$ cat config.mk
export PLATFORM = sky130hd
export DESIGN_NAME = kpi_keyboard_pin_interrupt
export DESIGN_NICKNAME = d
export VERILOG_FILES = /design/src/logic/kpi_pkg.sv /design/src/logic/kpi_sync.sv /design/src/logic/kpi_keyboard_pin_interrupt.sv
export SDC_FILE = /design/constraint.sdc
export NUM_CORES = 1
export LEC_CHECK = 0
export BUFFER_PORTS_ARGS = -buffer_cell sky130_fd_sc_hd__buf_2
export CAP_MARGIN = 20
export CORE_MARGIN = 2
export CORE_UTILIZATION = 56
export CTS_CLUSTER_DIAMETER = 150
export CTS_CLUSTER_SIZE = 25
export DETAILED_ROUTE_END_ITERATION = 10
export GPL_ROUTABILITY_DRIVEN = 0
export GPL_TIMING_DRIVEN = 1
export PLACE_DENSITY_LB_ADDON = 0.1
export SKIP_LAST_GASP = 1
export SYNTH_ARGS = -nofsm -noshare
export SYNTH_HDL_FRONTEND = slang
export SYNTH_SLANG_ARGS = --single-unit
$ cat constraint.sdc
create_clock -name mclk -period 4 [get_ports mclk]
set_input_delay 0 -clock mclk [delete_from_list [all_inputs] [get_ports mclk]]
set_output_delay 0 -clock mclk [all_outputs]
set_load 0.03 [all_outputs]
$ cat src/logic/kpi_pkg.sv
// Package with register map, field positions and carrier types for the key pin interrupt block
package kpi_pkg;

  // ==========================================================
  // Bus geometry
  localparam int AXI_AW = 8;
  localparam int AXI_DW = 32;
  localparam int REG_W = 8;
  localparam logic [1:0] RESP_OKAY = 2'h0;
  localparam logic [1:0] RESP_SLVERR = 2'h2;

  // ==========================================================
  // Register offsets (byte addresses)
  localparam logic [AXI_AW-1:0] OFS_STATUS_CONTROL = 8'h00;
  localparam logic [AXI_AW-1:0] OFS_INPUT_ENABLE = 8'h04;
  localparam logic [AXI_AW-1:0] OFS_POLARITY_SELECT = 8'h08;
  localparam logic [AXI_AW-1:0] OFS_PORT_PULL_ENABLE = 8'h0C;
  localparam logic [AXI_AW-1:0] OFS_EVT_STATUS = 8'h10;
  localparam logic [AXI_AW-1:0] OFS_EVT_CLEAR = 8'h14;
  localparam logic [AXI_AW-1:0] OFS_EVT_ENABLE = 8'h18;

  // ==========================================================
  // Status and control field positions
  localparam int BIT_MODE_SEL = 0;
  localparam int BIT_IRQ_ENABLE = 1;
  localparam int BIT_FLAG_ACK = 2;
  localparam int BIT_DETECT_FLAG = 3;

  // Event status positions
  localparam int EVT_W = 3;
  localparam int EVT_EDGE = 0;
  localparam int EVT_LEVEL = 1;
  localparam int EVT_ACK_REFUSED = 2;

  // ==========================================================
  // Reset values
  localparam logic [REG_W-1:0] RST_REG = 8'h00;
  localparam logic [EVT_W-1:0] RST_EVT = 3'h0;

  typedef struct packed {
    logic irqEnable;
    logic detectModeSel;
  } kpi_ctrl_type;

  typedef struct packed {
    logic [REG_W-1:0] inputEnable;
    logic [REG_W-1:0] polaritySelect;
    logic [REG_W-1:0] portPullEnable;
  } kpi_pin_cfg_type;

endpackage

$ cat src/logic/kpi_sync.sv
// Two-stage synchroniser for a group of level inputs
`timescale 1ns/1ps
module kpi_sync #(
  parameter int W = 8
) (
  input wire logic mclk,
  input wire logic rst_b,
  input wire logic [W-1:0] asyncIn,
  output logic [W-1:0] syncOut
);

  // ==========================================================
  // First stage feeds only the second stage
  logic [W-1:0] stage1_ff;

  always_ff @(posedge mclk or negedge rst_b) begin
    if (!rst_b) begin
      stage1_ff <= '0;
      syncOut <= '0;
    end else begin
      stage1_ff <= asyncIn;
      syncOut <= stage1_ff;
    end
  end

endmodule

$ cat src/logic/kpi_keyboard_pin_interrupt.sv
// Key pin interrupt detector with AXI4-Lite register slave
//
// Behaviour
// - Bits 7:4 of status_control always read as zero.
// - Bit 3 holds the read-only detect flag, set on detection and unchanged by writes.
// - Writing one to bit 2 requests a flag clear, and bit 2 always reads zero.
// - Bit 1 is the interrupt enable; the CPU request is high one cycle after flag and enable are both set.
// - Bit 0 selects edge-only detection at zero and edge-plus-level detection at one.
// - Each input takes part in detection only while its input_enable bit is one.
// - Polarity zero means falling edge and low level, one means rising edge and high level.
// - Falling polarity detects an enabled input sampled high then low in the next cycle.
// - Rising polarity detects an enabled input sampled low then high in the next cycle.
// - A new edge counts only after all enabled inputs were deasserted, first edge too.
// - In edge-only mode a valid edge sets the flag and an acknowledge write clears it.
// - In edge-and-level mode a valid edge or an asserted level sets the flag.
// - In edge-and-level mode acknowledge clears the flag only when all enabled inputs are idle.
// - An enabled pull resistor is a pullup for polarity zero and a pulldown for one.
// - All KEY_W inputs (one to eight, eight by default) feed the one shared detect flag.
`timescale 1ns/1ps
module kpi_keyboard_pin_interrupt
  import kpi_pkg::*;
#(
  parameter int KEY_W = 8
) (
  input wire logic mclk,
  input wire logic rst_b,
  input wire logic [KEY_W-1:0] keyInput,
  input wire logic [AXI_AW-1:0] s_axi_awaddr,
  input wire logic s_axi_awvalid,
  output logic s_axi_awready,
  input wire logic [AXI_DW-1:0] s_axi_wdata,
  input wire logic [3:0] s_axi_wstrb,
  input wire logic s_axi_wvalid,
  output logic s_axi_wready,
  output logic [1:0] s_axi_bresp,
  output logic s_axi_bvalid,
  input wire logic s_axi_bready,
  input wire logic [AXI_AW-1:0] s_axi_araddr,
  input wire logic s_axi_arvalid,
  output logic s_axi_arready,
  output logic [AXI_DW-1:0] s_axi_rdata,
  output logic [1:0] s_axi_rresp,
  output logic s_axi_rvalid,
  input wire logic s_axi_rready,
  output logic cpuIrq,
  output logic evtIrq,
  output logic [KEY_W-1:0] pullUpEn,
  output logic [KEY_W-1:0] pullDownEn
);

  // Only one byte lane carries key bits, so wider groups cannot be served
  if (KEY_W < 1 || KEY_W > REG_W) begin : g_bad_key_w
    $error("KEY_W must be 1 to 8");
  end

  // Set wins over clear for every sticky bit
  function automatic logic [REG_W-1:0] sticky(input logic [REG_W-1:0] cur,
      input logic [REG_W-1:0] setV, input logic [REG_W-1:0] clrV);
    sticky = (cur & ~clrV) | setV;
  endfunction

  // ==========================================================
  // Register state
  kpi_ctrl_type ctrl_ff;
  kpi_pin_cfg_type pinCfg_ff;
  logic detectFlag_ff;
  logic [EVT_W-1:0] evtStatus_ff;
  logic [EVT_W-1:0] evtEnable_ff;

  // ==========================================================
  // Bus slave state
  logic awHeld_ff;
  logic [AXI_AW-1:0] awAddr_ff;
  logic wHeld_ff;
  logic [AXI_DW-1:0] wData_ff;
  logic [3:0] wStrb_ff;
  logic [AXI_AW-1:0] rdAddr_ff;
  logic doWrite;
  logic wrLane0;

  assign doWrite = awHeld_ff && wHeld_ff && !s_axi_bvalid;
  assign wrLane0 = doWrite && wStrb_ff[0];

  function automatic logic mapped(input logic [AXI_AW-1:0] a);
    mapped = (a == OFS_STATUS_CONTROL) || (a == OFS_INPUT_ENABLE) ||
             (a == OFS_POLARITY_SELECT) || (a == OFS_PORT_PULL_ENABLE) ||
             (a == OFS_EVT_STATUS) || (a == OFS_EVT_CLEAR) ||
             (a == OFS_EVT_ENABLE);
  endfunction

  always_ff @(posedge mclk or negedge rst_b) begin
    if (!rst_b) begin
      s_axi_awready <= 1'b0;
      awHeld_ff <= 1'b0;
      awAddr_ff <= '0;
    end else if (s_axi_awvalid && s_axi_awready) begin
      s_axi_awready <= 1'b0;
      awHeld_ff <= 1'b1;
      awAddr_ff <= s_axi_awaddr;
    end else begin
      if (doWrite) begin
        awHeld_ff <= 1'b0;
      end
      if (!awHeld_ff && !s_axi_bvalid) begin
        s_axi_awready <= 1'b1;
      end
    end
  end

  always_ff @(posedge mclk or negedge rst_b) begin
    if (!rst_b) begin
      s_axi_wready <= 1'b0;
      wHeld_ff <= 1'b0;
      wData_ff <= '0;
      wStrb_ff <= '0;
    end else if (s_axi_wvalid && s_axi_wready) begin
      s_axi_wready <= 1'b0;
      wHeld_ff <= 1'b1;
      wData_ff <= s_axi_wdata;
      wStrb_ff <= s_axi_wstrb;
    end else begin
      if (doWrite) begin
        wHeld_ff <= 1'b0;
      end
      if (!wHeld_ff && !s_axi_bvalid) begin
        s_axi_wready <= 1'b1;
      end
    end
  end

  always_ff @(posedge mclk or negedge rst_b) begin
    if (!rst_b) begin
      s_axi_bvalid <= 1'b0;
      s_axi_bresp <= RESP_OKAY;
    end else if (doWrite) begin
      s_axi_bvalid <= 1'b1;
      s_axi_bresp <= mapped(awAddr_ff) ? RESP_OKAY : RESP_SLVERR;
    end else if (s_axi_bready) begin
      s_axi_bvalid <= 1'b0;
    end
  end

  // ==========================================================
  // Input sampling and detection
  logic [KEY_W-1:0] keySync;
  logic [KEY_W-1:0] asserted;
  logic [KEY_W-1:0] prevAsserted_ff;
  logic [KEY_W-1:0] enMask;
  logic anyAsserted;
  logic armed_ff;
  logic edgeHit;
  logic levelHit;
  logic flagSet;
  logic ackWrite;
  logic ackRefused;

  kpi_sync #(
    .W(KEY_W)
  ) u_sync (
    .mclk(mclk),
    .rst_b(rst_b),
    .asyncIn(keyInput),
    .syncOut(keySync)
  );

  assign enMask = pinCfg_ff.inputEnable[KEY_W-1:0];
  // Asserted level follows the per-input polarity
  assign asserted = enMask & (keySync ~^ pinCfg_ff.polaritySelect[KEY_W-1:0]);
  assign anyAsserted = |asserted;
  // Previous sample deasserted, current asserted: falling or rising edge by polarity
  assign edgeHit = armed_ff && |(asserted & ~prevAsserted_ff);
  assign levelHit = ctrl_ff.detectModeSel && anyAsserted;
  assign flagSet = edgeHit || levelHit;
  assign ackWrite = wrLane0 && (awAddr_ff == OFS_STATUS_CONTROL) &&
                    wData_ff[BIT_FLAG_ACK];
  assign ackRefused = ackWrite && ctrl_ff.detectModeSel && anyAsserted;

  always_ff @(posedge mclk or negedge rst_b) begin
    if (!rst_b) begin
      prevAsserted_ff <= '0;
    end else begin
      // Disabled inputs sample as deasserted, so enabling an input while asserted
      // counts as an edge only once the block is armed
      prevAsserted_ff <= asserted;
    end
  end

  // Armed only after every enabled input sat idle; starts disarmed
  always_ff @(posedge mclk or negedge rst_b) begin
    if (!rst_b) begin
      armed_ff <= 1'b0;
    end else if (!anyAsserted) begin
      armed_ff <= 1'b1;
    end else if (edgeHit) begin
      armed_ff <= 1'b0;
    end
  end

  // Detection beats a simultaneous acknowledge
  always_ff @(posedge mclk or negedge rst_b) begin
    if (!rst_b) begin
      detectFlag_ff <= 1'b0;
    end else if (flagSet) begin
      detectFlag_ff <= 1'b1;
    end else if (ackWrite && !ackRefused) begin
      detectFlag_ff <= 1'b0;
    end
  end

  always_ff @(posedge mclk or negedge rst_b) begin
    if (!rst_b) begin
      cpuIrq <= 1'b0;
    end else begin
      cpuIrq <= detectFlag_ff && ctrl_ff.irqEnable;
    end
  end

  // ==========================================================
  // Configuration registers
  always_ff @(posedge mclk or negedge rst_b) begin
    if (!rst_b) begin
      ctrl_ff <= '0;
      pinCfg_ff <= {RST_REG, RST_REG, RST_REG};
    end else if (wrLane0) begin
      unique case (awAddr_ff)
        OFS_STATUS_CONTROL: begin
          ctrl_ff.irqEnable <= wData_ff[BIT_IRQ_ENABLE];
          ctrl_ff.detectModeSel <= wData_ff[BIT_MODE_SEL];
        end
        OFS_INPUT_ENABLE: pinCfg_ff.inputEnable <= wData_ff[REG_W-1:0];
        OFS_POLARITY_SELECT: pinCfg_ff.polaritySelect <= wData_ff[REG_W-1:0];
        OFS_PORT_PULL_ENABLE: pinCfg_ff.portPullEnable <= wData_ff[REG_W-1:0];
        default: ;
      endcase
    end
  end

  always_ff @(posedge mclk or negedge rst_b) begin
    if (!rst_b) begin
      pullUpEn <= '0;
      pullDownEn <= '0;
    end else begin
      pullUpEn <= pinCfg_ff.portPullEnable[KEY_W-1:0] &
                  ~pinCfg_ff.polaritySelect[KEY_W-1:0];
      pullDownEn <= pinCfg_ff.portPullEnable[KEY_W-1:0] &
                    pinCfg_ff.polaritySelect[KEY_W-1:0];
    end
  end

  // ==========================================================
  // Event status, clear and enable
  logic [REG_W-1:0] evtSet;
  logic [REG_W-1:0] evtClr;
  logic [REG_W-1:0] evtNext;

  always_comb begin
    evtSet = '0;
    evtSet[EVT_EDGE] = edgeHit;
    evtSet[EVT_LEVEL] = levelHit;
    evtSet[EVT_ACK_REFUSED] = ackRefused;
    evtClr = (wrLane0 && awAddr_ff == OFS_EVT_CLEAR) ? wData_ff[REG_W-1:0] : RST_REG;
    evtNext = sticky({{(REG_W-EVT_W){1'b0}}, evtStatus_ff}, evtSet, evtClr);
  end

  always_ff @(posedge mclk or negedge rst_b) begin
    if (!rst_b) begin
      evtStatus_ff <= RST_EVT;
      evtEnable_ff <= RST_EVT;
      evtIrq <= 1'b0;
    end else begin
      evtStatus_ff <= evtNext[EVT_W-1:0];
      if (wrLane0 && awAddr_ff == OFS_EVT_ENABLE) begin
        evtEnable_ff <= wData_ff[EVT_W-1:0];
      end
      evtIrq <= |(evtStatus_ff & evtEnable_ff);
    end
  end

  // ==========================================================
  // Read channel
  logic [REG_W-1:0] rdByte;

  always_comb begin
    rdByte = '0;
    unique case (s_axi_araddr)
      OFS_STATUS_CONTROL: begin
        rdByte[BIT_DETECT_FLAG] = detectFlag_ff;
        rdByte[BIT_IRQ_ENABLE] = ctrl_ff.irqEnable;
        rdByte[BIT_MODE_SEL] = ctrl_ff.detectModeSel;
      end
      OFS_INPUT_ENABLE: rdByte = pinCfg_ff.inputEnable;
      OFS_POLARITY_SELECT: rdByte = pinCfg_ff.polaritySelect;
      OFS_PORT_PULL_ENABLE: rdByte = pinCfg_ff.portPullEnable;
      OFS_EVT_STATUS: rdByte[EVT_W-1:0] = evtStatus_ff;
      OFS_EVT_ENABLE: rdByte[EVT_W-1:0] = evtEnable_ff;
      default: rdByte = '0;
    endcase
  end

  always_ff @(posedge mclk or negedge rst_b) begin
    if (!rst_b) begin
      s_axi_arready <= 1'b0;
      s_axi_rvalid <= 1'b0;
      s_axi_rdata <= '0;
      s_axi_rresp <= RESP_OKAY;
      rdAddr_ff <= '0;
    end else if (s_axi_arvalid && s_axi_arready) begin
      s_axi_arready <= 1'b0;
      s_axi_rvalid <= 1'b1;
      s_axi_rdata <= {{(AXI_DW-REG_W){1'b0}}, rdByte};
      s_axi_rresp <= mapped(s_axi_araddr) ? RESP_OKAY : RESP_SLVERR;
      rdAddr_ff <= s_axi_araddr;
    end else if (s_axi_rvalid) begin
      if (s_axi_rready) begin
        s_axi_rvalid <= 1'b0;
      end
    end else begin
      s_axi_arready <= 1'b1;
    end
  end
endmodule

## After elaboration in Yosys (flattened, before gate mapping)

Index checks and enable logic that the tools add are counted.

- Register bits: 112
- Input bits: 67
- Output and inout port bits: 59

- Equality and inequality tests: 14
- Muxes and demuxes: 25
- Bitwise operators: 11
- Reductions and logical operators: 50

Operators with widths:

| cell | count |
|---|---|
| $eq 8x5->1 const B | 6 |
| $and 8x8->8 | 4 |
| $eq 8x4->1 const B | 4 |
| $logic_and 1x1->1 | 18 |
| $mux 1 | 18 |
| $eq 8x3->1 const B | 2 |
| $logic_not 8->1 | 2 |
| $not 8->8 | 2 |
| $reduce_or 8->1 | 2 |
| $logic_or 1x1->1 | 13 |
| $pmux 2 s6 | 1 |
| $pmux 4 s3 | 1 |
| $reduce_bool 2->1 | 6 |
| $reduce_and 2->1 | 4 |
| $xnor 8x8->8 | 1 |
| $and 3x3->3 | 2 |
| $pmux 1 s5 | 1 |
| $logic_not 1->1 | 4 |
| $mux 2 | 2 |
| $ne 2x1->1 const B | 2 |
| $pmux 1 s4 | 1 |
| $mux 3 | 1 |
| $not 3->3 | 1 |
| $or 3x3->3 | 1 |
| $reduce_or 3->1 | 1 |

## Logic depth before layout (Yosys ltp)

- Word-level depth: 11
- Mapped depth: 6

## By module

Synthesis repeated with hierarchy kept, for this count alone.

- Cells, all modules: 332
- Area total of the unflattened synthesis: 4,550.6 sq um

Modules (own cells, without submodules):

| module | times used | cells each | area each (sq um) | seq. area each (sq um) |
|---|---|---|---|---|
| kpi_keyboard_pin_interrupt | 1 | 316 | 4,150.2 | 2,352.3 |
| kpi_sync | 1 | 16 | 400.4 | 400.4 |

## Worst setup path before layout

Ideal clock, no wire load.

- Path kind: flip-flop to flip-flop
- From: register s_axi_bvalid
- To: register pinCfg_ff[0] in the netlist's numbering
- Setup time: 125 ps
- Arrival time: 2,053 ps
- Required time: 3,875 ps
- Slack: 1,821 ps
- Stages on the path, launching flop included: 7
- Cell sequence: dfrtp_1 > nand3b_4 > or4b_4 > nor2_4 > and3_4 > buf_12 > mux2_4

- Cells in the longest elaborated chain, start to end: 4

Ends and longest elaborated chain:

| what | RTL line | RTL |
|---|---|---|
| start, declared | kpi_keyboard_pin_interrupt.sv:36 | `output logic s_axi_bvalid,` |
| start signal, assigned | kpi_keyboard_pin_interrupt.sv:133 | `s_axi_bvalid <= 1'b0;` |
| start signal, assigned | kpi_keyboard_pin_interrupt.sv:136 | `s_axi_bvalid <= 1'b1;` |
| start signal, assigned | kpi_keyboard_pin_interrupt.sv:139 | `s_axi_bvalid <= 1'b0;` |
| $logic_not 1->1 | kpi_keyboard_pin_interrupt.sv:81 | `assign doWrite = awHeld_ff && wHeld_ff && !s_axi_bvalid;` |
| $logic_and 1x1->1 | kpi_keyboard_pin_interrupt.sv:81 |  |
| $logic_and 1x1->1 | kpi_keyboard_pin_interrupt.sv:82 | `assign wrLane0 = doWrite && wStrb_ff[0];` |
| $reduce_and 2->1 (no source line) | -- |  |
| end signal, assigned | kpi_keyboard_pin_interrupt.sv:223 | `pinCfg_ff <= {RST_REG, RST_REG, RST_REG};` |
| end, declared | kpi_keyboard_pin_interrupt.sv:65 | `kpi_pin_cfg_type pinCfg_ff;` |

Every way passes these cells.
A chain may end at the register's enable or synchronous reset.

## Final worst setup path

- From: register awAddr_ff[0]
- To: register pinCfg_ff[4] in the netlist's numbering

- Cells in the longest elaborated chain, start to end: 2

Ends and longest elaborated chain:

| what | RTL line | RTL |
|---|---|---|
| start, declared | kpi_keyboard_pin_interrupt.sv:73 | `logic [AXI_AW-1:0] awAddr_ff;` |
| start signal, assigned | kpi_keyboard_pin_interrupt.sv:99 | `awAddr_ff <= s_axi_awaddr;` |
| $eq 8x4->1 | kpi_keyboard_pin_interrupt.sv:225 | `unique case (awAddr_ff)` |
| $reduce_and 2->1 (no source line) | -- |  |

Every way passes these cells.

==> results list <==
- Outcome: finished clean
- The most critical setup path has its startpoint at awAddr_ff[0].
- Buffers added to address setup during post-CTS repair amount to 0.
- The setup path with the least slack is of type reg2reg.
* Hold Startpoint: s_axi_araddr[0]
* Setup repair after global routing missed its margin: false
- Leaving out fill and tap cells, the most frequent cell in the layout is sky130_fd_sc_hd__dfrtp_1.
- # DRC: 0
* FP Rows: 32
- Setup WS pre-CTS: 1820 ps
- Switching power as a share of total power: 31.9%
- For this design the top-level I/O count stands at 126.
- Hold violation count in the final report: 0
- Library cell contributing the largest single delay on the critical path: sky130_fd_sc_hd__or4b_4
* Worst slew margin relative to its limit: 57.9%
- Horizontal die dimension: 94.1 µm
- The startpoint identified for the worst register-to-register timing path is awAddr_ff[0].
- Kind of cell with the highest combined delay on the critical path: simple AND/OR/NAND/NOR gates
- Layout area overhead: 18.1%
- After synthesis the netlist holds a flip-flop and latch count of 110.
- Upper clock frequency limit: 0.460 GHz
- In the synthesized netlist, the number of instances is 332.
* Worst setup skew after layout: 4.97 ps
* Die ar.: 0.00886 mm²
- Portion of total power attributed to sequential cells: 56.3%
- ANT nets after route: 0
* Smallest setup slack after layout: 1830 ps
- On the worst path, the slowest cell contributes a delay of 550 ps.
- Wirelength, routed: 7820 µm
- For this run, the register share of the synthesized area comes to 60.5%.
* Number of enable-type register cells in the synthesized netlist: 0
- Number of instances resized during post-cts repair: 0
* Routed length per placed instance: 14.3 µm
* Startpoint type of the worst setup path: register
* Fin crit share: 54.4%
- Clock tree from TritonCTS: built
* Avg Cell Area, Syn: 13.7 µm²
- The H-tree generated during clock tree synthesis spans 3 levels.
- Clock tree synthesis selected as its root buffer the cell sky130_fd_sc_hd__clkbuf_8.
* Main synth FF type: sky130_fd_sc_hd__dfrtp_1
- Number of antenna diodes: 0
* Max-slew violation count: 0
- Half-perimeter wire length of the detailed placement result: 5410 µm
- Routed vias: 2792
* Asr flop ratio synth: 100%
- Most frequent cells in the layout: 110 x sky130_fd_sc_hd__dfrtp_1, 71 x sky130_fd_sc_hd__buf_2, 43 x sky130_fd_sc_hd__mux2_2
- At the worst endpoint, the arrival time is 2420 ps.
- Clock sink count: 110
* Number of max-capacitance violations reported: 0
- The number of clock buffers added by TritonCTS is 9.
- Global routing used 20.0% of the available tracks.
- Clock insertion delay at the later pin of the skew report: 360 ps
- The cell area that synthesis handed to floorplanning was 0.00455 mm².
- Final net count: 507
- Setup TNS: 0 ps
- After global routing the overflow that remains totals 0.
- Number of design-rule violations left by the first detailed-router iteration: 107
* Cell internal power dissipation: 1840 µW
- Combinational fraction of design power: 22.2%
- In the post-synthesis netlist, the biggest area contributors are sky130_fd_sc_hd__dfrtp_1 60%, sky130_fd_sc_hd__mux2_2 11%, sky130_fd_sc_hd__buf_4 4.3%.
- In this run, distinct cell masters in the synthesized netlist total 42.
* Number of global-route vias before repair: 2769
- Summed over all instances, the cell type with the most area after synthesis is sky130_fd_sc_hd__dfrtp_1.
- Final setup violating endpoints: 0
- Clock power frac: 21.5%
- Cell area power density: 501 mW/mm²
- Static leakage: 0.00274 µW
- The total area inside the core boundary comes to 0.00781 mm².
- Clock input transition at the sequential cells of the worst setup and hold paths: 90 ps
* Cell chain of the critical path: nor4_2, or4b_4, nor2_4, and3_4, mux2_4
- Across all register-to-register paths, the minimum setup slack is 1830 ps.
- Across the VDD grid, the largest voltage drop is 0.393 mV.
- For this run, the number of Yosys warnings is 0.
- The first detailed-routing pass ran for 5 iterations.
- Fraction of final layout cells with drive strength greater than 1: 34.0%
- Height of the die: 94.1 µm
* Antenna violations before repair: 0
- Maximum root-to-sink buffer count: 2
- Final Critical Period: 2170 ps
* Buffers on Ports: 72
- The worst setup path is captured at a register.
- Switching power total: 859 µW
- Peak fanout along the critical path: 8
- For the pin with the worst max-slew slack, the measured transition is 625 ps.
* Avg Vias per Cell: 5.11
* Endpoint required time on the critical path: 4250 ps
* Worst Path Buf+Inv: 0
- Yosys top cell area share: 60.5%
- Global-route wire length before repair: 13300 µm
- Hold is met by 53.4 ps.
- Entering global routing, the biggest net connects 44 pins.
- In this run the worst hold path is classified as in2reg.
* Starting Density: 58.3%
-- layer usage --
layer / track usage [%] / vias to the layer above / wire (µm)
met3: 3.05 / 12 / 356
met5: 0 / - / 0
met2: 31.9 / 86 / 3660
met1: 27.1 / 1378 / 3640
met4: 9.42 / 0 / 163
li1: - / 1316 / -
-- final cells by class --
| cell class | instances | area [µm²] |
|---|---|---|
| sequential | 110 | 2750 |
| fill | 580 | 2430 |
| multi-input combinational | 202 | 1610 |
| timing repair buffer | 103 | 668 |
| clock buffer | 12 | 145 |
| tap | 102 | 128 |
| inverter | 14 | 52.6 |
| clock inverter | 3 | 21.3 |
-- logic make-up after synthesis --
kind of cell              after synthesis  synth area share [%]
AOI/OAI and AO/OA                      40                  6.65
and+or+nand+nor                        71                  9.60
muxes                                  57                  15.4
buffers and inverters                  45                  6.21
other                                   1                0.0824
xor gates and xnor gates                8                  1.54
DFF                                   110                  60.5
-- repair_timing --
| action | 4_1_cts | 5_1_grt |
|---|---|---|
| setup endpoints to repair | 0 | 0 |
| endpoints found under the hold margin | 69 | 0 |
| hold buffers | 29 | 0 |
-- power groups by stage --
stage,registers (µW),logic [µW],clock network (µW)
global placement,1530,565,0
floorplan,1570,377,0
global route,1560,658,653
CTS,1520,605,602
finish,1520,599,580
detailed placement,1540,582,0
-- flip-flops by register name, summed over array words and instances, names as in the netlist, 2 cells and up --
register and count:
s_axi_rdata 8, wData_ff 8, awAddr_ff 8, evtEnable_ff 3
ctrl_ff 2, u_sync.stage1_ff 8, pullDownEn 8, evtStatus_ff 3
u_sync.syncOut 8, pinCfg_ff 16, pullUpEn 8, prevAsserted_ff 8
enMask 8
-- final timing paths --
check / to / cells after the start
worst max-delay path: pinCfg_ff[4] / 5
worst min-delay path: s_axi_rdata[3] / 6
worst max register to register: pinCfg_ff[4] / 5
max in group asynchronous: wHeld_ff / 3
min in group asynchronous: s_axi_rdata[5] / 2
worst min register to register: u_sync.syncOut[5] / 0
-- Yosys cell counts, types with 2 or more instances --
library cell,count
sky130_fd_sc_hd__a21o_1,2
sky130_fd_sc_hd__a22o_1,11
sky130_fd_sc_hd__a22oi_1,5
sky130_fd_sc_hd__a31oi_1,2
sky130_fd_sc_hd__and2_1,14
sky130_fd_sc_hd__buf_4,26
sky130_fd_sc_hd__clkbuf_1,4
sky130_fd_sc_hd__dfrtp_1,110
sky130_fd_sc_hd__inv_1,14
sky130_fd_sc_hd__mux2_2,43
sky130_fd_sc_hd__mux2_4,8
sky130_fd_sc_hd__mux2i_1,3
sky130_fd_sc_hd__mux4_2,3
sky130_fd_sc_hd__nand2_1,22
sky130_fd_sc_hd__nand2b_1,2
sky130_fd_sc_hd__nand3b_4,2
sky130_fd_sc_hd__nand4_1,2
sky130_fd_sc_hd__nor2_1,7
sky130_fd_sc_hd__nor2b_1,11
sky130_fd_sc_hd__nor3_1,2
sky130_fd_sc_hd__o21a_1,3
sky130_fd_sc_hd__o21ai_0,7
sky130_fd_sc_hd__o22ai_1,3
sky130_fd_sc_hd__xnor2_1,8
-- metrics by stage --
stage                     cell area (µm²)  util [%]  std cells  total power (µW)
after floorplan                      4640         -        357              1940
after global placement               4920      63.0        502              2100
after detailed placement             4920      63.0        502              2130
after CTS                            5380      68.9        546              2730
after global routing                 5380      68.9        546              2870
final                                5380      68.9        546              2700
-- worst min-delay path, stage by stage --
cell and delay, ps:
sky130_fd_sc_hd__buf_2 70, sky130_fd_sc_hd__nor2_1 30, sky130_fd_sc_hd__nand2_1 100, sky130_fd_sc_hd__nor2_1 60, sky130_fd_sc_hd__nand2_1 50, sky130_fd_sc_hd__o21ai_0 60
(Power assumes the default switching activity.)
